**src/common/acs_pkg.sv**
```systemverilog
// Constants and types for the conversion sequencer
package acs_pkg;
	// ----------------------------------------
	// Register offsets
	// ----------------------------------------
	localparam logic [7:0] ACS_OFS_CONTROL = 8'h00;
	localparam logic [7:0] ACS_OFS_CONFIG = 8'h01;
	localparam logic [7:0] ACS_OFS_STATUS = 8'h02;
	localparam logic [7:0] ACS_CONTROL_RESET = 8'h00;
	localparam logic [7:0] ACS_CONFIG_RESET = 8'h00;
	// ----------------------------------------
	// Field positions
	// ----------------------------------------
	localparam int ACS_CTL_ENABLE = 0;
	localparam int ACS_CTL_FLUSH = 1;
	localparam int ACS_CTL_START = 2;
	localparam int ACS_CFG_RES_LO = 1;
	localparam int ACS_CFG_CONTINUOUS_CONVERT = 3;
	localparam int ACS_CFG_SIGNED = 4;
	localparam int ACS_CFG_CAP_LO = 5;
	localparam int ACS_STA_BUSY = 0;
	localparam int ACS_STA_CLK = 1;
	// ----------------------------------------
	// Encodings
	// ----------------------------------------
	localparam logic [2:0] ACS_ACT_START = 3'h1;
	localparam logic [2:0] ACS_ACT_FLUSH = 3'h6;
	localparam logic [1:0] ACS_RES_12R = 2'h0;
	localparam logic [1:0] ACS_RES_12X = 2'h1;
	localparam logic [1:0] ACS_RES_8R = 2'h2;
	localparam logic [1:0] ACS_RES_12L = 2'h3;
	localparam logic [6:0] ACS_BITS_8 = 7'h08;
	localparam logic [6:0] ACS_BITS_12 = 7'h0c;
	// Gain delay in half converter clocks
	localparam logic [6:0] ACS_GH_UNITY = 7'h00;
	localparam logic [6:0] ACS_GH_LOW = 7'h02;
	localparam logic [6:0] ACS_GH_MID = 7'h04;
	localparam logic [6:0] ACS_GH_HIGH = 7'h06;
	// ----------------------------------------
	// Timing
	// ----------------------------------------
	localparam int ACS_CLK_HZ = 100_000_000;
	localparam int ACS_LOW_SPS = 225_000;
	localparam int ACS_MED_SPS = 150_000;
	localparam int ACS_HIGH_SPS = 75_000;
	localparam logic [15:0] ACS_GAP_LOW = 16'((ACS_CLK_HZ + ACS_LOW_SPS - 1) / ACS_LOW_SPS);
	localparam logic [15:0] ACS_GAP_MED = 16'((ACS_CLK_HZ + ACS_MED_SPS - 1) / ACS_MED_SPS);
	localparam logic [15:0] ACS_GAP_HIGH = 16'((ACS_CLK_HZ + ACS_HIGH_SPS - 1) / ACS_HIGH_SPS);
	typedef enum logic [1:0] {ACS_IDLE = 2'b00, ACS_CONV = 2'b01} acs_state_t;
endpackage

```
**src/hw/acs_sequencer.sv**
```systemverilog
// Conversion clock divider, timing sequencer and control registers
// Behaviour
// - Divide peripheral clock; sequence on divided clock
// - Conversion length: half(resolution+sample)+gain
// - Gain term 0, 1, 2 or 3 cycles
// - Result latency equals one conversion period
// - Msb first, then one bit per half
// - Result ready when completion flag rises
// - Start must precede converter edge by one
// - Input sampled in first half cycle
// - Each gain doubling adds one cycle
// - Each result raises a memory mover request
// - Interrupt and event on done; with compare on, only on a compare hit
// - Flush aborts, resets divider, starts next cycle
// - Pending starts launch right after flush unless the supply cap gap is unmet
// - Start bit launches, hardware clears it
// - Flush bit aborts, restarts converter clock
// - After flush sequencing resumes pending work
// - Enable bit gates all conversions
// - Supply cap field limits sample rate
// - Config bit 4 selects signed results
// - Continuous mode restarts after each conversion
// - Bits 2:1 pick resolution and justification
// - Resolution codes map to result layouts
// - Prescaler divides by 4 up to 512
// - Trigger action 110 flushes and restarts
module acs_sequencer #(
	parameter int SAMP_W = 6
) (
	// Clock and reset
	input wire logic clk,
	input wire logic rst_b,
	// Register port
	input wire logic [7:0] addr,
	input wire logic [7:0] wdata,
	input wire logic wr,
	input wire logic rd,
	output logic [7:0] rdata,
	// Settings held elsewhere
	input wire logic [2:0] prescale_code,
	input wire logic [SAMP_W-1:0] sample_window_length,
	input wire logic [1:0] amplification_delay_term,
	input wire logic [2:0] trigger_action_select,
	input wire logic direct_memory_mover,
	input wire logic cmp_enable,
	input wire logic cmp_above,
	input wire logic [11:0] cmp_value,
	// Event and analog side
	input wire logic trig_event,
	input wire logic [11:0] adc_data,
	output logic sample_hold,
	output logic adc_clk,
	// Results and requests
	output logic [15:0] result,
	output logic conv_done,
	output logic int_request,
	output logic event_out,
	output logic dma_req,
	output logic busy
);
	// ----------------------------------------
	// State
	// ----------------------------------------
	acs_pkg::acs_state_t state;
	logic en;
	logic [1:0] res;
	logic continuous_convert;
	logic signd;
	logic [1:0] cap;
	logic start_pend;
	logic [8:0] dcnt;
	logic [6:0] hcnt;
	logic [6:0] len_q;
	logic [6:0] rbits_q;
	logic [15:0] pcnt;
	logic [11:0] sample_q;
	logic [11:0] sar;

	// ----------------------------------------
	// Helper functions
	// ----------------------------------------
	function automatic logic [6:0] gain_halves(input logic [1:0] code);
		// Unity 0, low 1 cycle, mid 2 halves more, high 3 cycles
		unique case (code)
			2'h0: gain_halves = acs_pkg::ACS_GH_UNITY;
			2'h1: gain_halves = acs_pkg::ACS_GH_LOW;
			2'h2: gain_halves = acs_pkg::ACS_GH_MID;
			2'h3: gain_halves = acs_pkg::ACS_GH_HIGH;
		endcase
	endfunction

	function automatic logic [15:0] fmt(input logic [11:0] v, input logic [1:0] r,
			input logic s);
		unique case (r)
			acs_pkg::ACS_RES_8R: fmt = {{8{s & v[11]}}, v[11:4]};
			acs_pkg::ACS_RES_12L: fmt = {v, 4'h0};
			acs_pkg::ACS_RES_12R, acs_pkg::ACS_RES_12X: fmt = {{4{s & v[11]}}, v};
		endcase
	endfunction

	// ----------------------------------------
	// Register decode
	// ----------------------------------------
	wire wr_ctl = wr & (addr == acs_pkg::ACS_OFS_CONTROL);
	wire wr_cfg = wr & (addr == acs_pkg::ACS_OFS_CONFIG);
	wire [7:0] ctl_view = {5'h00, start_pend, 1'b0, en};
	wire [7:0] cfg_view = {1'b0, cap, signd, continuous_convert, res, 1'b0};
	wire [7:0] sta_view = {6'h00, adc_clk, busy};
	wire [7:0] next_rdata = !rd ? 8'h00 :
		(addr == acs_pkg::ACS_OFS_CONTROL) ? ctl_view :
		(addr == acs_pkg::ACS_OFS_CONFIG) ? cfg_view :
		(addr == acs_pkg::ACS_OFS_STATUS) ? sta_view : 8'h00;

	// ----------------------------------------
	// Divider
	// ----------------------------------------
	// Half period is half the division factor: 2 << code
	wire [8:0] half = 9'h002 << prescale_code;
	wire tick = en & (dcnt == half - 9'h001);
	wire tick_rise = tick & ~adc_clk;

	// ----------------------------------------
	// Triggers and start control
	// ----------------------------------------
	wire ev_start = trig_event & (trigger_action_select == acs_pkg::ACS_ACT_START);
	wire ev_flush = trig_event & (trigger_action_select == acs_pkg::ACS_ACT_FLUSH);
	wire flush_go = en & ((wr_ctl & wdata[acs_pkg::ACS_CTL_FLUSH]) | ev_flush);
	wire [15:0] min_gap = (cap == 2'h1) ? acs_pkg::ACS_GAP_LOW :
		(cap == 2'h2) ? acs_pkg::ACS_GAP_MED :
		(cap == 2'h3) ? acs_pkg::ACS_GAP_HIGH : 16'h0000;
	// One bit wider so a saturated count cannot wrap to zero
	wire [16:0] gap_seen = {1'b0, pcnt} + 17'h00001;
	wire gap_ok = gap_seen >= {1'b0, min_gap};
	wire idle = (state == acs_pkg::ACS_IDLE);
	// Start sampled from a flop, so it leads the edge by a cycle
	wire start_take = tick_rise & start_pend & gap_ok & idle & ~flush_go;
	wire fin = en & ~flush_go & ~idle & tick & (hcnt == len_q - 7'h01);
	wire start_set = (wr_ctl & wdata[acs_pkg::ACS_CTL_START]) | ev_start | ev_flush |
		(fin & continuous_convert);
	// A fresh request wins over the clear from a launch
	wire next_pend = start_set | (start_pend & ~start_take);

	// ----------------------------------------
	// Conversion length and bit resolution
	// ----------------------------------------
	wire [6:0] rbits = (res == acs_pkg::ACS_RES_8R) ? acs_pkg::ACS_BITS_8 :
		acs_pkg::ACS_BITS_12;
	wire [6:0] len = rbits + 7'(sample_window_length) +
		gain_halves(amplification_delay_term);
	wire [6:0] rstart = len_q - rbits_q;
	wire in_res = ~idle & tick & (hcnt >= rstart);
	wire [6:0] bidx = hcnt - rstart;
	wire [3:0] bpos = 4'(7'd11 - bidx);
	// Msb tick can coincide with the capture, so read the live word then
	wire [11:0] cur_sample = sample_hold ? adc_data : sample_q;
	logic [11:0] next_sar;
	always_comb begin
		next_sar = sar;
		if (in_res) begin
			next_sar[bpos] = cur_sample[bpos];
		end
	end
	wire hit = cmp_above ? (next_sar > cmp_value) : (next_sar < cmp_value);
	wire raise = fin & (~cmp_enable | hit);

	// ----------------------------------------
	// Registers
	// ----------------------------------------
	always_ff @(posedge clk or negedge rst_b) begin
		if (!rst_b) begin
			en <= acs_pkg::ACS_CONTROL_RESET[acs_pkg::ACS_CTL_ENABLE];
			{cap, signd, continuous_convert, res} <= acs_pkg::ACS_CONFIG_RESET[6:1];
			rdata <= 8'h00;
		end else begin
			if (wr_ctl) begin
				en <= wdata[acs_pkg::ACS_CTL_ENABLE];
			end
			if (wr_cfg) begin
				{cap, signd, continuous_convert, res} <= wdata[6:1];
			end
			rdata <= next_rdata;
		end
	end

	always_ff @(posedge clk or negedge rst_b) begin
		if (!rst_b) begin
			dcnt <= 9'h000;
			adc_clk <= 1'b0;
		end else if (flush_go) begin
			// Loaded so the very next cycle is a rising edge
			dcnt <= half - 9'h001;
			adc_clk <= 1'b0;
		end else if (!en) begin
			dcnt <= 9'h000;
			adc_clk <= 1'b0;
		end else if (tick) begin
			dcnt <= 9'h000;
			adc_clk <= ~adc_clk;
		end else begin
			dcnt <= dcnt + 9'h001;
		end
	end

	always_ff @(posedge clk or negedge rst_b) begin
		if (!rst_b) begin
			start_pend <= 1'b0;
			pcnt <= 16'hffff;
		end else begin
			start_pend <= next_pend;
			if (start_take) begin
				pcnt <= 16'h0000;
			end else if (pcnt != 16'hffff) begin
				pcnt <= pcnt + 16'h0001;
			end
		end
	end

	always_ff @(posedge clk or negedge rst_b) begin
		if (!rst_b) begin
			state <= acs_pkg::ACS_IDLE;
			hcnt <= 7'h00;
			len_q <= 7'h00;
			rbits_q <= 7'h00;
		end else if (!en || flush_go) begin
			// In-flight work is dropped; the pending start stays
			state <= acs_pkg::ACS_IDLE;
			hcnt <= 7'h00;
		end else begin
			unique case (state)
				acs_pkg::ACS_IDLE: begin
					if (start_take) begin
						state <= acs_pkg::ACS_CONV;
						hcnt <= 7'h00;
						len_q <= len;
						rbits_q <= rbits;
					end
				end
				acs_pkg::ACS_CONV: begin
					if (fin) begin
						state <= acs_pkg::ACS_IDLE;
					end else if (tick) begin
						hcnt <= hcnt + 7'h01;
					end
				end
				default: begin
					state <= acs_pkg::ACS_IDLE;
				end
			endcase
		end
	end

	always_ff @(posedge clk or negedge rst_b) begin
		if (!rst_b) begin
			sample_hold <= 1'b0;
			sample_q <= 12'h000;
			sar <= 12'h000;
		end else if (start_take) begin
			sample_hold <= 1'b1;
			sar <= 12'h000;
		end else begin
			if (sample_hold && (tick || flush_go || !en)) begin
				sample_hold <= 1'b0;
				sample_q <= adc_data;
			end
			sar <= next_sar;
		end
	end

	always_ff @(posedge clk or negedge rst_b) begin
		if (!rst_b) begin
			result <= 16'h0000;
			conv_done <= 1'b0;
			int_request <= 1'b0;
			event_out <= 1'b0;
			dma_req <= 1'b0;
			busy <= 1'b0;
		end else begin
			if (fin) begin
				result <= fmt(next_sar, res, signd);
			end
			conv_done <= fin;
			int_request <= raise;
			event_out <= raise;
			dma_req <= fin & direct_memory_mover;
			busy <= (~idle & ~fin & en & ~flush_go) | start_take;
		end
	end

	// ----------------------------------------
	// Checks
	// ----------------------------------------
	// Cycles since launch, to tie the period to the divider
	logic [16:0] pc;
	always_ff @(posedge clk or negedge rst_b) begin
		if (!rst_b) begin
			pc <= 17'h00000;
		end else if (start_take) begin
			pc <= 17'h00001;
		end else begin
			pc <= pc + 17'h00001;
		end
	end

	property p_len;
		@(posedge clk) disable iff (!rst_b)
		conv_done && $stable(prescale_code) |->
			pc == (17'(len_q) * 17'(half)) + 17'h00001;
	endproperty
	a_len: assert property (p_len) else $error("conversion length wrong");

	property p_launch;
		@(posedge clk) disable iff (!rst_b)
		$rose(busy) |-> $past(tick_rise) && $past(start_pend);
	endproperty
	a_launch: assert property (p_launch) else $error("launch off edge");

	property p_sample;
		@(posedge clk) disable iff (!rst_b)
		$rose(busy) |-> sample_hold && adc_clk;
	endproperty
	a_sample: assert property (p_sample) else $error("no sampling at start");

	property p_flush_edge;
		@(posedge clk) disable iff (!rst_b)
		flush_go |=> tick_rise && !busy;
	endproperty
	a_flush_edge: assert property (p_flush_edge) else $error("flush restart bad");

	property p_flush_resume;
		@(posedge clk) disable iff (!rst_b)
		flush_go && start_pend && cap == 2'h0 && !wr |-> ##2 busy;
	endproperty
	a_flush_resume: assert property (p_flush_resume) else $error("pending lost");

	property p_disable;
		@(posedge clk) disable iff (!rst_b)
		!en |=> !busy && !conv_done;
	endproperty
	a_disable: assert property (p_disable) else $error("runs while off");

	property p_dma;
		@(posedge clk) disable iff (!rst_b)
		conv_done |-> dma_req == $past(direct_memory_mover);
	endproperty
	a_dma: assert property (p_dma) else $error("mover request wrong");

	property p_continuous_convert;
		@(posedge clk) disable iff (!rst_b)
		conv_done && $past(continuous_convert) |-> start_pend;
	endproperty
	a_continuous_convert: assert property (p_continuous_convert) else $error("no restart");

	property p_res8;
		@(posedge clk) disable iff (!rst_b)
		conv_done && $past(res) == acs_pkg::ACS_RES_8R && !$past(signd) |->
			result[15:8] == 8'h00;
	endproperty
	a_res8: assert property (p_res8) else $error("8-bit layout wrong");

	property p_start_clear;
		@(posedge clk) disable iff (!rst_b)
		start_take && !start_set |=> !start_pend;
	endproperty
	a_start_clear: assert property (p_start_clear) else $error("start not cleared");

	property p_hold_half;
		@(posedge clk) disable iff (!rst_b)
		sample_hold && tick |=> !sample_hold;
	endproperty
	a_hold_half: assert property (p_hold_half) else $error("sampling past first half");

	property p_pend_keep;
		@(posedge clk) disable iff (!rst_b)
		start_pend && !idle |=> start_pend;
	endproperty
	a_pend_keep: assert property (p_pend_keep) else $error("pending start lost");
endmodule

```
**config.mk**
```make
export PLATFORM = sky130hd
export DESIGN_NAME = acs_sequencer
export DESIGN_NICKNAME = d
export VERILOG_FILES = /design/src/common/acs_pkg.sv /design/src/hw/acs_sequencer.sv
export SDC_FILE = /design/constraint.sdc
export NUM_CORES = 1
export LEC_CHECK = 0
export ABC_AREA = 1
export BUFFER_PORTS_ARGS = -buffer_cell sky130_fd_sc_hd__buf_2
export CORE_UTILIZATION = 30
export DETAILED_ROUTE_END_ITERATION = 12
export HOLD_SLACK_MARGIN = 0.08
export SYNTH_ARGS = -nofsm -noshare
export SYNTH_HDL_FRONTEND = slang
export SYNTH_SLANG_ARGS = --single-unit
```
**constraint.sdc**
```tcl
create_clock -name clk -period 9.2 [get_ports clk]
set_input_delay 0.92 -clock clk [delete_from_list [all_inputs] [get_ports clk]]
set_output_delay 0.92 -clock clk [all_outputs]
set_load 0.01 [all_outputs]
```
==> Yosys cells after proc, flatten, opt, wreduce, memory -nomap -nowiden <==
Cells that the tools add are included.
W data, S select, Z words.
{ "op_classes": {"addsub": 11, "order_cmp": 6, "eq_ne": 22, "shift": 1, "muxes": 38, "n_bitwise": 41, "n_reduce_logical": 18} }
{ "ops": {"columns": ["op", "count"], "rows": [
  ["$mux W7", 7],
  ["$pmux W16 S3", 1],
  ["$mux W12", 3],
  ["$mux W11", 3],
  ["$mux W16", 2],
  ["$pmux W7 S4", 1],
  ["$and A1 B1 Y1", 27],
  ["$mux W9", 3],
  ["$add A16 B1 Y17 const B", 1],
  ["$ge A17 B11 Y1", 1],
  ["$add A16 B1 Y16 const B", 1],
  ["$ne A16 B16 Y1 const B", 1],
  ["$pmux W7 S2", 1],
  ["$bwmux W12", 1],
  ["$eq A2 B2 Y1 const B", 6],
  ["$gt A12 B12 Y1", 1],
  ["$lt A12 B12 Y1", 1],
  ["$add A9 B1 Y9 const B", 1],
  ["$eq A9 B9 Y1", 1],
  ["$ne A3 B3 Y1 const B", 3],
  ["$shl A2 B3 Y9 const A", 1],
  ["$sub A9 B1 Y9 const B", 1],
  ["$eq A2 B1 Y1 const B", 4],
  ["$eq A8 B1 Y1 const B", 1],
  ["34 further kinds", 64]
]} }
{ "word_totals": {"ff_bits": 109, "in_bits": 62, "output_inout_bits": 31, "word_cells": 159} }

==> Logic depth before layout (Yosys ltp) <==
Gate-level depths: netlist of the first run.
{ "depth": {"depth_word": 15, "depth_mapped": 29, "ltp_nobuf": 29} }

==> Worst setup path after synthesis of the first run <==
Ideal clock, no wire load.
{ "synth_timing": {"path_type": "reg-to-reg", "startpoint": "register len_q[2]", "endpoint": "register event_out", "setup_ps": 119, "arrival_ps": 3980, "t_required_ps": 9081, "setup_slack_ps": 5101, "stages_incl_launch_ff": 24, "path_buffers": 1, "synth_period_minus_slack_ps": 4099, "path_cell_list": "dfrtp_1 > inv_2 > ha_1 > inv_1 > fa_1 > nor3_1 > xor2_1 > ha_1 > nand2_1 > o311ai_0 > buf_2 > nand4_1 > nand2_2 > inv_1 > ha_1 > nand2_1 > inv_1 > nand3_1 > nor3_1 > nand2_1 > o2111ai_1 > o21ai_0 > a31oi_1 > nor2_1"} }
{ "synth_via": {"elab_chain_len": 13, "word_cells_on_any_way": 22, "classes_between": "4 x add/sub; 5 x order compare; 1 x eq/ne; 7 x mux; 4 x bitwise; 1 x reduce/logical"} }
{ "synth_lines": {"columns": ["element", "line", "text"], "rows": [
  ["from (decl)", "acs_sequencer.sv:73", "logic [6:0] len_q;"],
  ["from (signal assigned)", "acs_sequencer.sv:234", "len_q <= len;"],
  ["$sub A7 B7 Y7", "acs_sequencer.sv:150", "wire [6:0] rstart = len_q - rbits_q;"],
  ["$sub A4 B4 Y4", "acs_sequencer.sv:152", "wire [6:0] bidx = hcnt - rstart;"],
  ["$sub A4 B4 Y4", "acs_sequencer.sv:153", "wire [3:0] bpos = 4'(7'd11 - bidx);"],
  ["$lt A4 B5 Y1 (not written as such) / $ge A4 B1 Y1 (equally long branches)", "acs_sequencer.sv:160", "next_sar[bpos] = cur_sample[bpos];"],
  ["$logic_and A1 B1 Y1 (not written as such)", "acs_sequencer.sv:160", null],
  ["$mux W1 (not written as such)", "acs_sequencer.sv:160", null],
  ["$demux W1 S4", "acs_sequencer.sv:160", null],
  ["$bwmux W12", "acs_sequencer.sv:160", null],
  ["$mux W12", "acs_sequencer.sv:159", "if (in_res) begin"],
  ["$lt A12 B12 Y1 / $gt A12 B12 Y1 (equally long branches)", "acs_sequencer.sv:163", "wire hit = cmp_above ? (next_sar > cmp_value) : (next_sar < cmp_value);"],
  ["$mux W1", "acs_sequencer.sv:163", null],
  ["$or A1 B1 Y1", "acs_sequencer.sv:164", "wire raise = fin & (~cmp_enable | hit);"],
  ["$and A1 B1 Y1 (*)", "acs_sequencer.sv:164", null],
  ["named net raise", "acs_sequencer.sv:164", null],
  ["to (signal assigned)", "acs_sequencer.sv:283", "event_out <= raise;"],
  ["to (decl)", "acs_sequencer.sv:57", "output logic event_out,"]
]} }
The timed path passes the listed nets; every way through them passes the cells marked *. The select of a mux whose other input is x is not followed.
A chain may end at the register's enable or synchronous reset.

==> Worst setup path after layout of the first run <==
Same ends and word-level chain as after synthesis.

==> metrics.md, run 1 <==
| Metric | Value |
|---|---|
| Top library cells by usage in the layout, fill and taps aside | `sky130_fd_sc_hd__nand2_1 (224), sky130_fd_sc_hd__inv_1 (157), sky130_fd_sc_hd__nor2_1 (110)` |
| Cells on Worst Hold Path | `2` |
| Clock tree skew after final layout | `around 0.015 ns` |
| Share of total power in the clock network | `between 30% and 40%` |
| Global placement routability congestion | `about 0.86` |
| Pin count of the biggest net entering global routing | `63` |
| TritonCTS sink count | `about 100` |
| Clock tree from TritonCTS | `done` |
| Class of the tightest hold or removal check | `reg -> reg` |
| Antenna-violating nets left | `0` |
| Portion of the post-synthesis area used by sequential elements | `a little over a third` |
| Mapped cell area | `just over 0.007 mm2` |
| Critical path class | `reg -> reg` |
| Slew of the pin with the lowest slew margin | `between 0.9 and 1 ns` |
| Sum of negative setup slack | `0 ns` |
| Via count | `6365` |
| P_sw | `0.329 mW` |
| Routed length per placed instance | `between 10 and 15 um` |
| Period utilization | `49.3%` |
| Site row count | `between 50 and 60` |
| Combinational group share of total power | `16.7%` |
| Final Net Count | `between 1000 and 1500` |
| Worst slew slack as a fraction of its limit | `a little over a third` |
| Worst path top cell family by delay | `simple AND/OR/NAND/NOR gates` |
| Max-capacitance violation count | `0` |
| Post-layout util | `between 30% and 40%` |
| Unrepaired setup endpoints after global routing | `no` |
| Number of flops mapped to enable cells by yosys | `0` |
| Post-CTS repair timing setup buffer count | `0` |
| Total Die Area | `0.0247 mm2` |
| Capturing element type of the critical path | `flip-flop` |
| Top achievable clock speed | `between 0.2 and 0.25 GHz` |
| Number of buffers between clock root and the deepest sink | `2` |
| Netlist cell types | `54` |
| Area inside the core boundary | `~0.024 mm2` |
| Status | `finished, final reports clean` |
| Critical Path Most Common Cell | `sky130_fd_sc_hd__nand2_1` |
| Layout-stage area growth over the synthesis result | `14.4%` |
| Aggregate global-route resource usage | `between 10% and 20%` |
| Synthesized net count | `about 1100` |
| Total count of hold-check failures in the final report | `0` |
| Worst path arrival time | `between 4 and 5 ns` |
| Final wirelength | `around 18 mm` |
| Worst-path clk slew | `~0.070 ns` |
| Cell with the biggest individual delay on the critical path | `sky130_fd_sc_hd__fa_1` |
| Number of antenna violations at the first check in global routing | `0` |
| Count of pins over their slew limit | `0` |
| Final cell count without fillers | `between 1000 and 1500` |
| Syn_area_per_cell | `about 7.3 um2` |
| Mapped Cells | `between 900 and 1000` |
| DRC errors left | `0` |
| Async S/R FF share, synth | `between 90% and 100%` |
| Max incr delay on CP | `between 0.4 and 0.5 ns` |
| Proportion of layout cells with a drive suffix above 1 | `between 10% and 20%` |
| Fill count | `roughly 2500` |
| Starting density of the core | `between 30% and 40%` |
| Vias per cell | `4.58` |
| Number of register bits inferred by synthesis | `103` |
| Min Clock Period, post-route | `between 4 and 5 ns` |
| Cell chosen for the clock root | `sky130_fd_sc_hd__clkbuf_16` |
| Number of top-level pins | `93` |
| Synthesis warning total | `0` |
| Sum of buffers and inverters on the critical path | `6` |
| Number of cells on the critical path | `27` |
| Power, Total | `around 1.1 mW` |
| CP Launch Type | `flip-flop` |
| Inserted Clock Buffers | `9` |
| VDD IR-drop max | `0.0000946 V` |
| Number of setup violations in the final report | `0` |
| Worst Reg-to-Reg Cells | `27` |
| Placed Instances | `between 1000 and 1500` |
| Die boundary width | `between 150 and 200 um` |
| Total of buffers placed on input and output ports | `90` |
| Sequential group share of total power | `between 40% and 50%` |
| Placed wire-length estimate | `~14 mm` |
| Count of cells resized by post-cts repair | `0` |
| CTS Hold Buffers Added | `0` |
| Int Pwr | `around 0.74 mW` |
| Endpoint required time on the critical path | `around 9.4 ns` |
| Prevailing post-synth register cell | `sky130_fd_sc_hd__dfrtp_1` |
| Y dimension of the die | `around 160 um` |
| Wire length of the first global-routing pass | `around 30 mm` |
| Maximum net fanout on the critical path | `7` |
| Net switching fraction of the power | `a little under a third` |
| Power density relative to cell area | `approximately 130 mW/mm2` |
| Most common cell after layout, fill and taps aside | `sky130_fd_sc_hd__nand2_1` |
| Worst-skew pair later-pin latency | `about 0.37 ns` |
| Vias in the first global route | `6093` |
| H-Tree Level Count | `3` |
| Aggregate global routing overflow | `0` |
| DR iter-0 viols | `~450` |
| Diode count | `0` |
| Static leakage power | `roughly 4.4 nW` |
| Area of all sequential standard cells | `0.00260 mm2` |
| Multi-input combinational cell area | `roughly 0.0039 mm2` |
| Detailed-router iteration count before antenna repair | `5` |
[state kept, by name (all words and copies together) (netlist names), 2 cells and up]
register and flops:
pcnt 16, result 16, sample_q 12, sar 12, dcnt 9, hcnt 7
len_q 7, rdata 7, cap 2, rbits_q 2, res 2
[path summary, 6_finish.rpt]
kind / start / endpoint / slack (ns)
worst max-delay path: len_q[2]$_DFFE_PN0P_ / event_out$_DFF_PN0_ / 4.66
worst min-delay path: sample_q[8]$_DFFE_PN0P_ / sample_q[8]$_DFFE_PN0P_ / 0.47
worst max register to register: len_q[2]$_DFFE_PN0P_ / event_out$_DFF_PN0_ / 4.66
worst min register to register: sample_q[8]$_DFFE_PN0P_ / sample_q[8]$_DFFE_PN0P_ / 0.47
max in group asynchronous: rst_b / sar[6]$_DFF_PN0_ / 7.48
min in group asynchronous: rst_b / result[10]$_DFFE_PN0P_ / 0.53
[metal layers]
layer  vias up  wire length, um  global-route usage, %
met5         -                0                      0
met2       102             8500                   25.6
li1       3316                -                      -
met1      2933             8510                   20.2
met3        14              748                   3.17
met4         0              277                   4.16
[cells by family (layout without fill, tap and decap cells)]
| group | count (synthesis) | after routing | share of synthesized area (%) |
|---|---|---|---|
| buffers and inverters | 189 | 278 | 10.4 |
| DFF | 103 | 103 | 36.0 |
| other | 1 | 1 | 0.0520 |
| and+or+nand+nor | 485 | 485 | 30.5 |
| xor gates and xnor gates | 36 | 36 | 4.47 |
| adders and majority gates | 52 | 52 | 9.43 |
| AOI/OAI and AO/OA | 115 | 115 | 8.81 |
| muxes | 2 | 2 | 0.312 |
[cells in the mapped netlist, drive strengths merged, types with 4 or more instances]
cell / number / area (um2)
or2: 4 / 27.5
xor2: 25 / 219
dfstp: 16 / 420
nor4: 4 / 46.3
a21oi: 25 / 125
buf: 17 / 108
xnor2: 11 / 104
nand3: 72 / 395
nor2: 116 / 455
fa: 4 / 80.1
nand4: 34 / 219
o211ai: 4 / 30.0
dfrtp: 87 / 2180
o21ai: 69 / 349
inv: 168 / 631
nor3: 14 / 81.3
ha: 48 / 601
nand2: 237 / 937
[worst reg2reg max path, cell delays in order (launching register included)]
cell                        delay (ns)
sky130_fd_sc_hd__dfrtp_1          0.41
sky130_fd_sc_hd__inv_2            0.09
sky130_fd_sc_hd__ha_1             0.16
sky130_fd_sc_hd__inv_1            0.06
sky130_fd_sc_hd__fa_1             0.47
sky130_fd_sc_hd__inv_1            0.04
sky130_fd_sc_hd__ha_1             0.30
sky130_fd_sc_hd__inv_1            0.07
sky130_fd_sc_hd__nand2_1          0.08
sky130_fd_sc_hd__nand2_1          0.05
sky130_fd_sc_hd__nand2_1          0.05
sky130_fd_sc_hd__nand2_1          0.08
sky130_fd_sc_hd__inv_1            0.10
sky130_fd_sc_hd__nor2_1           0.09
sky130_fd_sc_hd__o21ai_1          0.21
sky130_fd_sc_hd__nand3_1          0.30
sky130_fd_sc_hd__o21ai_0          0.26
sky130_fd_sc_hd__nand4_1          0.18
sky130_fd_sc_hd__nand2_1          0.19
sky130_fd_sc_hd__inv_1            0.06
sky130_fd_sc_hd__ha_1             0.28
sky130_fd_sc_hd__nand2_1          0.07
sky130_fd_sc_hd__nor3_1           0.28
sky130_fd_sc_hd__nand2_1          0.09
sky130_fd_sc_hd__o2111ai_1        0.11
sky130_fd_sc_hd__o21ai_0          0.11
sky130_fd_sc_hd__a31oi_1          0.16
sky130_fd_sc_hd__nor2_1           0.07
[through the flow]
stage               hold WS [ns]  setup WS (ns)  area, um2
finish                     0.473           4.66       8250
global route               0.498           4.19       8250
CTS                        0.477           4.73       8250
detailed placement         0.460           4.56       7970
global placement           0.455           4.58       7970
floorplan                  0.442           5.10       7210
[power by group through the flow]
stage               clock (mW)  combinational (mW)  sequential [mW]
floorplan                    0               0.125            0.506
global placement             0               0.175            0.513
detailed placement           0               0.179            0.513
CTS                      0.393               0.180            0.505
global route             0.411               0.206            0.509
finish                   0.383               0.178            0.505
[final cells by class]
| type | count | share of cell area [%] |
|---|---|---|
| Multi-Input combinational cell | 691 | 46.8 |
| Sequential cell | 103 | 31.5 |
| Inverter | 170 | 7.73 |
| Timing Repair Buffer | 92 | 5.67 |
| Tap cell | 319 | 4.84 |
| Clock buffer | 9 | 2.73 |
| Clock inverter | 7 | 0.758 |
No activity file was read; power rests on OpenSTA's default activity.
==> run 2: changes to the inputs <==
==> constraint.sdc (replaced) <==
create_clock -name clk -period 4.6 [get_ports clk]
set_input_delay 0.46 -clock clk [delete_from_list [all_inputs] [get_ports clk]]
set_output_delay 0.46 -clock clk [all_outputs]
set_load 0.01 [all_outputs]
==> run 2 against run 1 <==
Compared with the run above:
- non-clock buffer count up 16
- core utilization rose by 0.80 points
- clock power rose by 90%
- routed wire length grew 2.0%
- sequential share of layout area is 0.70 points lower
- via count increased by 1.7%
- count of clock-buffer cells in the layout is 1 higher
- maximum frequency grew 8.4%
- register-to-register slack lost 4.2 ns
- flip-flop and latch count stayed put
- setup slack got worse by 4.2 ns
- first-iteration DRC count down 14%
==> metrics.md, run 2 (synthesized netlist as in run 1, its figures left out) <==
| Metric | Value |
|---|---|
| Top achievable clock speed | `between 0.2 and 0.25 GHz` |
| Number of buffers between clock root and the deepest sink | `2` |
| Max incr delay on CP | `between 0.4 and 0.5 ns` |
| VDD IR-drop max | `roughly 0.00017 V` |
| Static leakage power | `around 4.5 nW` |
| Worst-skew pair later-pin latency | `~0.36 ns` |
| Worst path arrival time | `~4.4 ns` |
| Maximum net fanout on the critical path | `6` |
| Inserted Clock Buffers | `9` |
| Slew of the pin with the lowest slew margin | `0.937 ns` |
| Placed Instances | `1383` |
| Clock tree from TritonCTS | `done` |
| Antenna-violating nets left | `0` |
| Period utilization | `between 90% and 100%` |
| Power density relative to cell area | `between 200 and 250 mW/mm2` |
| CTS Hold Buffers Added | `0` |
| Final wirelength | `between 15 and 20 mm` |
| Global placement routability congestion | `approximately 0.86` |
| H-Tree Level Count | `3` |
| Proportion of layout cells with a drive suffix above 1 | `between 10% and 20%` |
| Pin count of the biggest net entering global routing | `73` |
| Most common cell after layout, fill and taps aside | `sky130_fd_sc_hd__nand2_1` |
| Capturing element type of the critical path | `flip-flop` |
| Sum of negative setup slack | `0 ns` |
| Vias in the first global route | `approximately 6000` |
| Critical path class | `reg -> reg` |
| Top library cells by usage in the layout, fill and taps aside | `sky130_fd_sc_hd__nand2_1 (221), sky130_fd_sc_hd__inv_1 (157), sky130_fd_sc_hd__nor2_1 (109)` |
| Starting density of the core | `a little under a third` |
| Min Clock Period, post-route | `between 4 and 5 ns` |
| CP Launch Type | `flip-flop` |
| Number of antenna violations at the first check in global routing | `0` |
| Total Die Area | `0.0247 mm2` |
| Final worst setup slack | `between 0.4 and 0.5 ns` |
| Site row count | `56` |
| Number of top-level pins | `93` |
| Largest registers ranked by flip-flop count | `pcnt (16), result (16)` |
| Vias per cell | `between 4 and 5` |
| DR iter-0 viols | `about 390` |
| DRC errors left | `0` |
| Status | `finished, final reports clean` |
| Area inside the core boundary | `0.0235 mm2` |
| Total count of hold-check failures in the final report | `0` |
| Aggregate global routing overflow | `0` |
| Detailed-router iteration count before antenna repair | `5` |
| Wire length of the first global-routing pass | `a little over 30 mm` |
| Number of setup violations in the final report | `0` |
| Max-capacitance violation count | `0` |
| Critical Path Most Common Cell | `sky130_fd_sc_hd__nand2_1` |
| Class of the tightest hold or removal check | `in -> async` |
| Endpoint required time on the critical path | `between 4 and 5 ns` |
| Layout-stage area growth over the synthesis result | `17.0%` |
| Unrepaired setup endpoints after global routing | `no` |
| Routed length per placed instance | `13.1 um` |
| Aggregate global-route resource usage | `approximately 16%` |
| Count of pins over their slew limit | `0` |
| Placement Setup Slack | `0.250 ns` |
| Placed wire-length estimate | `14.2 mm` |
| Worst path top cell family by delay | `simple AND/OR/NAND/NOR gates` |
| TritonCTS sink count | `between 100 and 150` |
| Worst slew slack as a fraction of its limit | `~38%` |
| Cell with the biggest individual delay on the critical path | `sky130_fd_sc_hd__dfrtp_1` |
| Via count | `between 6000 and 7000` |
| Total of buffers placed on input and output ports | `90` |
| Die boundary width | `around 160 um` |
| Clock tree skew after final layout | `0.0102 ns` |
| Final Net Count | `1198` |
| Worst-path clk slew | `~0.070 ns` |
| Final cell count without fillers | `~1400` |
| Cell chosen for the clock root | `sky130_fd_sc_hd__clkbuf_16` |
| Diode count | `0` |
| Y dimension of the die | `between 150 and 200 um` |
| Sum of buffers and inverters on the critical path | `4` |
==> run 2: where the power goes <==
group | internal, mW | switching (mW)
Sequential | 0.953 | 0.0575
Clock | 0.369 | 0.359
Combinational | 0.144 | 0.214
Total | 1.47 | 0.631
==> run 2: layout make-up <==
type | instances | area, um2
clock inverter | 6 | 47.5
multi-input combinational | 692 | 3940
sequential | 103 | 2600
timing repair buffer | 108 | 592
inverter | 170 | 638
clock buffer | 10 | 229
tap | 319 | 399
fill | 2543 | 15100
==> run 2: final timing paths <==
path | startpoint | endpoint | slack, ns | cells after the start
min in group clk | direct_memory_mover | dma_req$_DFF_PN0_ | 0.31 | 3
setup / recovery | len_q[2]$_DFFE_PN0P_ | event_out$_DFF_PN0_ | 0.42 | 25
max in group asynchronous | rst_b | pcnt[1]$_DFFE_PN1P_ | 3.32 | 2
hold / removal | rst_b | result[3]$_DFFE_PN0P_ | 0.24 | 1
hold reg to reg | sample_q[0]$_DFFE_PN0P_ | sample_q[0]$_DFFE_PN0P_ | 0.48 | 2
setup reg to reg | len_q[2]$_DFFE_PN0P_ | event_out$_DFF_PN0_ | 0.42 | 25
==> run 2: timing repair <==
item	4_1_cts	5_1_grt
gates resized for setup	0	17
setup buffers	0	8
setup endpoints to repair	0	1
==> run 2: routing by layer <==
layer / part of all wire [%] / up-vias / track usage (%)
met3: 3.6 / 19 / 2.70
li1: - / 3347 / -
met1: 48 / 2990 / 20.9
met4: 1.4 / 0 / 4.39
met2: 46 / 116 / 25.8
met5: 0 / - / 0
==> run 2: worst register-to-register path: cells and delay by family, from the launching register on <==
family          cells  cell delay [ns]
simple gates       11             1.27
fa+ha+maj           4             1.09
compound gates      5             0.83
flops               1             0.41
buf+inv             4             0.30
xor+xnor            1             0.18
==> run 2: through the flow <==
| stage | hold WS [ns] | util (%) | power, mW | area, um2 |
|---|---|---|---|---|
| floorplan | 0.164 | - | 1.26 | 7210 |
| global placement | 0.454 | 34.1 | 1.38 | 8030 |
| detailed placement | 0.463 | 34.1 | 1.38 | 8030 |
| CTS | 0.284 | 35.3 | 2.12 | 8300 |
| global route | 0.309 | 35.9 | 2.21 | 8440 |
| finish | 0.238 | 35.9 | 2.10 | 8440 |
==> run 3: changes to the inputs <==
--- a/config.mk
+++ b/config.mk
@@ -5,7 +5,6 @@
 export SDC_FILE = /design/constraint.sdc
 export NUM_CORES = 1
 export LEC_CHECK = 0
-export ABC_AREA = 1
 export BUFFER_PORTS_ARGS = -buffer_cell sky130_fd_sc_hd__buf_2
 export CORE_UTILIZATION = 30
 export DETAILED_ROUTE_END_ITERATION = 12
==> run 3 against run 2 <==
Compared with the run above:
- non-clock buffer count up 25
- clock skew up 0.0039 ns
- combinational power up 45%
- sequential power up 12%
- routed wire length down 7.7%
- first-iteration DRC count down 23%
- global-route usage down 0.48 points
- final area down 1.4%
- critical path depth down 3
- via count down 16%
- synthesized cell count down 29%
- maximum frequency down 4.0%
- largest cell class unchanged
- largest power group unchanged
==> metrics.md, run 3 <==
| Metric | Value |
|---|---|
| Status | `finished, final reports clean` |
| Most frequent cells after synthesis | `sky130_fd_sc_hd__dfrtp_1 (87), sky130_fd_sc_hd__nor2_1 (60), sky130_fd_sc_hd__inv_1 (55), sky130_fd_sc_hd__ha_1 (48), sky130_fd_sc_hd__nand2_1 (40)` |
| Layout-stage area growth over the synthesis result | `20.7%` |
| Number of setup violations in the final report | `0` |
| CP Launch Type | `flip-flop` |
| Capturing element type of the critical path | `flip-flop` |
| Total count of hold-check failures in the final report | `0` |
| Worst path arrival time | `between 4 and 5 ns` |
| Fill count | `between 2000 and 2500` |
| Placed wire-length estimate | `~13 mm` |
| Area inside the core boundary | `between 0.02 and 0.025 mm2` |
| Worst Reg-to-Reg Cells | `22` |
| Most common cell after layout, fill and taps aside | `sky130_fd_sc_hd__buf_2` |
| Prevailing post-synth register cell | `sky130_fd_sc_hd__dfrtp_1` |
| Aggregate global-route resource usage | `between 10% and 20%` |
| Sum of negative setup slack | `0 ns` |
| Met2 wirelength from detailed routing | `about 8 mm` |
| Number of antenna violations at the first check in global routing | `1` |
| Proportion of layout cells with a drive suffix above 1 | `28.2%` |
| Multiplexer area fraction after synthesis | `a little under 9%` |
| Slew of the pin with the lowest slew margin | `0.892 ns` |
| Leading cell type by number of instances after synthesis | `sky130_fd_sc_hd__dfrtp_1` |
| Via count | `5458` |
| Class of the tightest hold or removal check | `in -> async` |
| Inserted Clock Buffers | `9` |
| Critical Path Most Common Cell | `sky130_fd_sc_hd__a21o_1` |
| Xor/xnor cell area share of the yosys netlist | `between 5 and 6%` |
| Final Net Count | `between 900 and 1000` |
| Netlist cell types | `78` |
| Die boundary width | `about 150 um` |
| Placed Instances | `1085` |
| Post-Synth Adder-Cell Area | `around a tenth` |
| Combinational family with the most area after synthesis | `simple AND/OR/NAND/NOR gates` |
| Power density relative to cell area | `between 200 and 300 mW/mm2` |
| Worst-path clk slew | `0.07 ns` |
| Mapped Cells | `between 700 and 800` |
| Total Die Area | `between 0.02 and 0.025 mm2` |
| Site row count | `between 50 and 60` |
| Min Clock Period, post-route | `roughly 4.4 ns` |
| Critical path class | `reg -> reg` |
| Basic-gate share of the synthesized area counting and, or, nand and nor cells | `between 15 and 20%` |
| Vias in the first global route | `~5400` |
| Maximum net fanout on the critical path | `4` |
| Launch point of the worst reg-to-reg path | `len_q[2]$_DFFE_PN0P_` |
| Aggregate global routing overflow | `0` |
| M1 WL | `approximately 8.1 mm` |
| Portion of the post-synthesis area used by sequential elements | `a little under two fifths` |
| Global placement routability congestion | `between 0.8 and 0.9` |
| Net switching fraction of the power | `30.6%` |
| Sequential group share of total power | `a little under half` |
| Synth top area share | `about a third` |
| Vias per cell | `4.94` |
| Final Hold Slack | `about 0.20 ns` |
| Endpoint required time on the critical path | `about 4.9 ns` |
| Async S/R FF share, synth | `100%` |
| Number of cells on the critical path | `22` |
| VDD IR-drop max | `between 0.0002 and 0.00025 V` |
| Synthesis warning total | `0` |
| Synth top area cells | `sky130_fd_sc_hd__dfrtp_1 (32%), sky130_fd_sc_hd__ha_1 (8.7%), sky130_fd_sc_hd__dfstp_2 (6.1%), sky130_fd_sc_hd__xnor2_1 (3.3%), sky130_fd_sc_hd__nor2_1 (3.3%)` |
| Final worst setup slack | `roughly 0.24 ns` |
| Clock tree skew after final layout | `~0.014 ns` |
| Sum of buffers and inverters on the critical path | `6` |
| Static leakage power | `3.94 nW` |
| Ordered cell list for the critical path | `inv_2 -> ha_4 -> inv_1 -> fa_2 -> inv_1 -> ha_4 -> xnor3_2 -> buf_4 -> or2_4 -> buf_6 -> nor4_4 -> mux2i_1 -> inv_1 -> ha_1 -> a21o_1 -> a21o_1 -> a21o_1 -> a21o_1 -> a21oi_1 -> o21ai_1 -> o21a_1 -> a21boi_1` |
| H-Tree Level Count | `3` |
| Routed length per placed instance | `between 15 and 20 um` |
| Pin count of the biggest net entering global routing | `between 60 and 70` |
| Cell with the biggest individual delay on the critical path | `sky130_fd_sc_hd__fa_2` |
| Int Pwr | `approximately 1.7 mW` |
| Total of buffers placed on input and output ports | `90` |
| Synthesized net count | `around 820` |
| Top achievable clock speed | `0.229 GHz` |
| Final wirelength | `roughly 17 mm` |
| Count of pins over their slew limit | `0` |
| Register-to-register path setup slack | `approximately 0.24 ns` |
| Met3 layer wire length in the routed design | `between 500 and 600 um` |
| Worst-skew pair later-pin latency | `approximately 0.36 ns` |
| Y dimension of the die | `about 150 um` |
| Top library cells by usage in the layout, fill and taps aside | `sky130_fd_sc_hd__buf_2 (89), sky130_fd_sc_hd__dfrtp_1 (87), sky130_fd_sc_hd__nor2_1 (60)` |
| TritonCTS sink count | `between 100 and 150` |
| Clock tree from TritonCTS | `done` |
| Worst path top cell family by delay | `compound AO/OA/AOI/OAI gates` |
| Topmost layer with routed signal wires | `met4` |
| DR iter-0 viols | `about 300` |
| Max-capacitance violation count | `0` |
| Number of top-level pins | `93` |
| Wire length of the first global-routing pass | `approximately 28 mm` |
| FF-to-FF End | `event_out$_DFF_PN0_` |
| Largest registers ranked by flip-flop count | `pcnt (16), result (16)` |
| Detailed-router iteration count before antenna repair | `4` |
| CTS Hold Buffers Added | `0` |
| Antenna-violating nets left | `0` |
| Final cell count without fillers | `approximately 1100` |
| Worst slew slack as a fraction of its limit | `between 40% and 50%` |
| Number of flops mapped to enable cells by yosys | `0` |
| Capturing element of the worst setup path | `event_out$_DFF_PN0_` |
| Period utilization | `between 90% and 100%` |
| Number of register bits inferred by synthesis | `around 100` |
| Post-layout util | `between 30% and 40%` |
| Mapped cell area | `~0.0069 mm2` |
| Number of buffers between clock root and the deepest sink | `2` |
| Share of total power in the clock network | `about a third` |
| Cell chosen for the clock root | `sky130_fd_sc_hd__clkbuf_16` |
| Max incr delay on CP | `0.52 ns` |
| P_sw | `0.753 mW` |
| Syn_area_per_cell | `9.84 um2` |
| Combinational group share of total power | `a little over a fifth` |
| Starting density of the core | `30.5%` |
| DRC errors left | `0` |
| Placement Setup Slack | `-0.0609 ns` |
| Fraction of the mapped netlist area in compound gates | `13.4%` |
| Launch point of the critical path | `len_q[2]$_DFFE_PN0P_` |
| Synth area leader | `sky130_fd_sc_hd__dfrtp_1` |
==> run 3: final cells by class <==
type                       count  area [um2]  area share [%]
sequential                   103        2600            31.2
multi-input combinational    510        4060            48.8
clock buffer                  11         243            2.92
antenna                        1        2.50          0.0301
tap                          285         357            4.29
inverter                      57         214            2.57
timing repair buffer         133         779            9.37
clock inverter                 5        65.1           0.782
==> run 3: how the worst min path moves through the flow <==
stage	from	endpoint
floorplan	rst_b	adc_clk$_DFFE_PN0P_
global placement	rbits_q[3]$_DFFE_PN0P_	rbits_q[3]$_DFFE_PN0P_
detailed placement	rbits_q[3]$_DFFE_PN0P_	rbits_q[3]$_DFFE_PN0P_
CTS	rst_b	dma_req$_DFF_PN0_
global route	rst_b	dma_req$_DFF_PN0_
finish	rst_b	rbits_q[3]$_DFFE_PN0P_
==> run 3: what timing repair did <==
item / in CTS / in global routing
pin swaps: 0 / 6
endpoints found under the hold margin: 0 / 0
setup endpoints to repair: 1 / 1
gates resized for setup: 3 / 22
gates cloned: 0 / 0
buffers inserted: 0 / 3
==> run 3: cells by family (layout without fill, tap and decap cells) <==
| family | Yosys count | in the layout |
|---|---|---|
| AO/OA/AOI/OAI | 132 | 132 |
| buffers and inverters | 88 | 206 |
| AND/OR/NAND/NOR | 235 | 235 |
| adder cells (fa/ha/maj) | 52 | 52 |
| other | 1 | 2 |
| multiplexers | 48 | 48 |
| flip-flops | 103 | 103 |
| XOR/XNOR | 42 | 42 |
==> run 3: power by group through the flow <==
stage / clock (mW) / sequential (mW) / combinational, mW
2_1_floorplan: 0 / 1.11 / 0.400
3_3_place_gp: 0 / 1.15 / 0.504
3_5_place_dp: 0 / 1.14 / 0.521
4_1_cts: 0.830 / 1.13 / 0.526
5_1_grt: 0.861 / 1.15 / 0.612
6_report: 0.809 / 1.13 / 0.520
==> run 3: metal layers <==
| metal | vias up | GRT usage, % |
|---|---|---|
| met3 | 19 | 2.34 |
| li1 | 2717 | - |
| met2 | 83 | 25.2 |
| met4 | 0 | 5.19 |
| met5 | - | 0 |
| met1 | 2639 | 19.9 |
==> run 3: through the flow <==
step,cell area (um2),power [mW]
floorplan,6900,1.51
global placement,7840,1.65
detailed placement,7840,1.67
CTS,8160,2.49
global route,8320,2.62
finish,8320,2.46
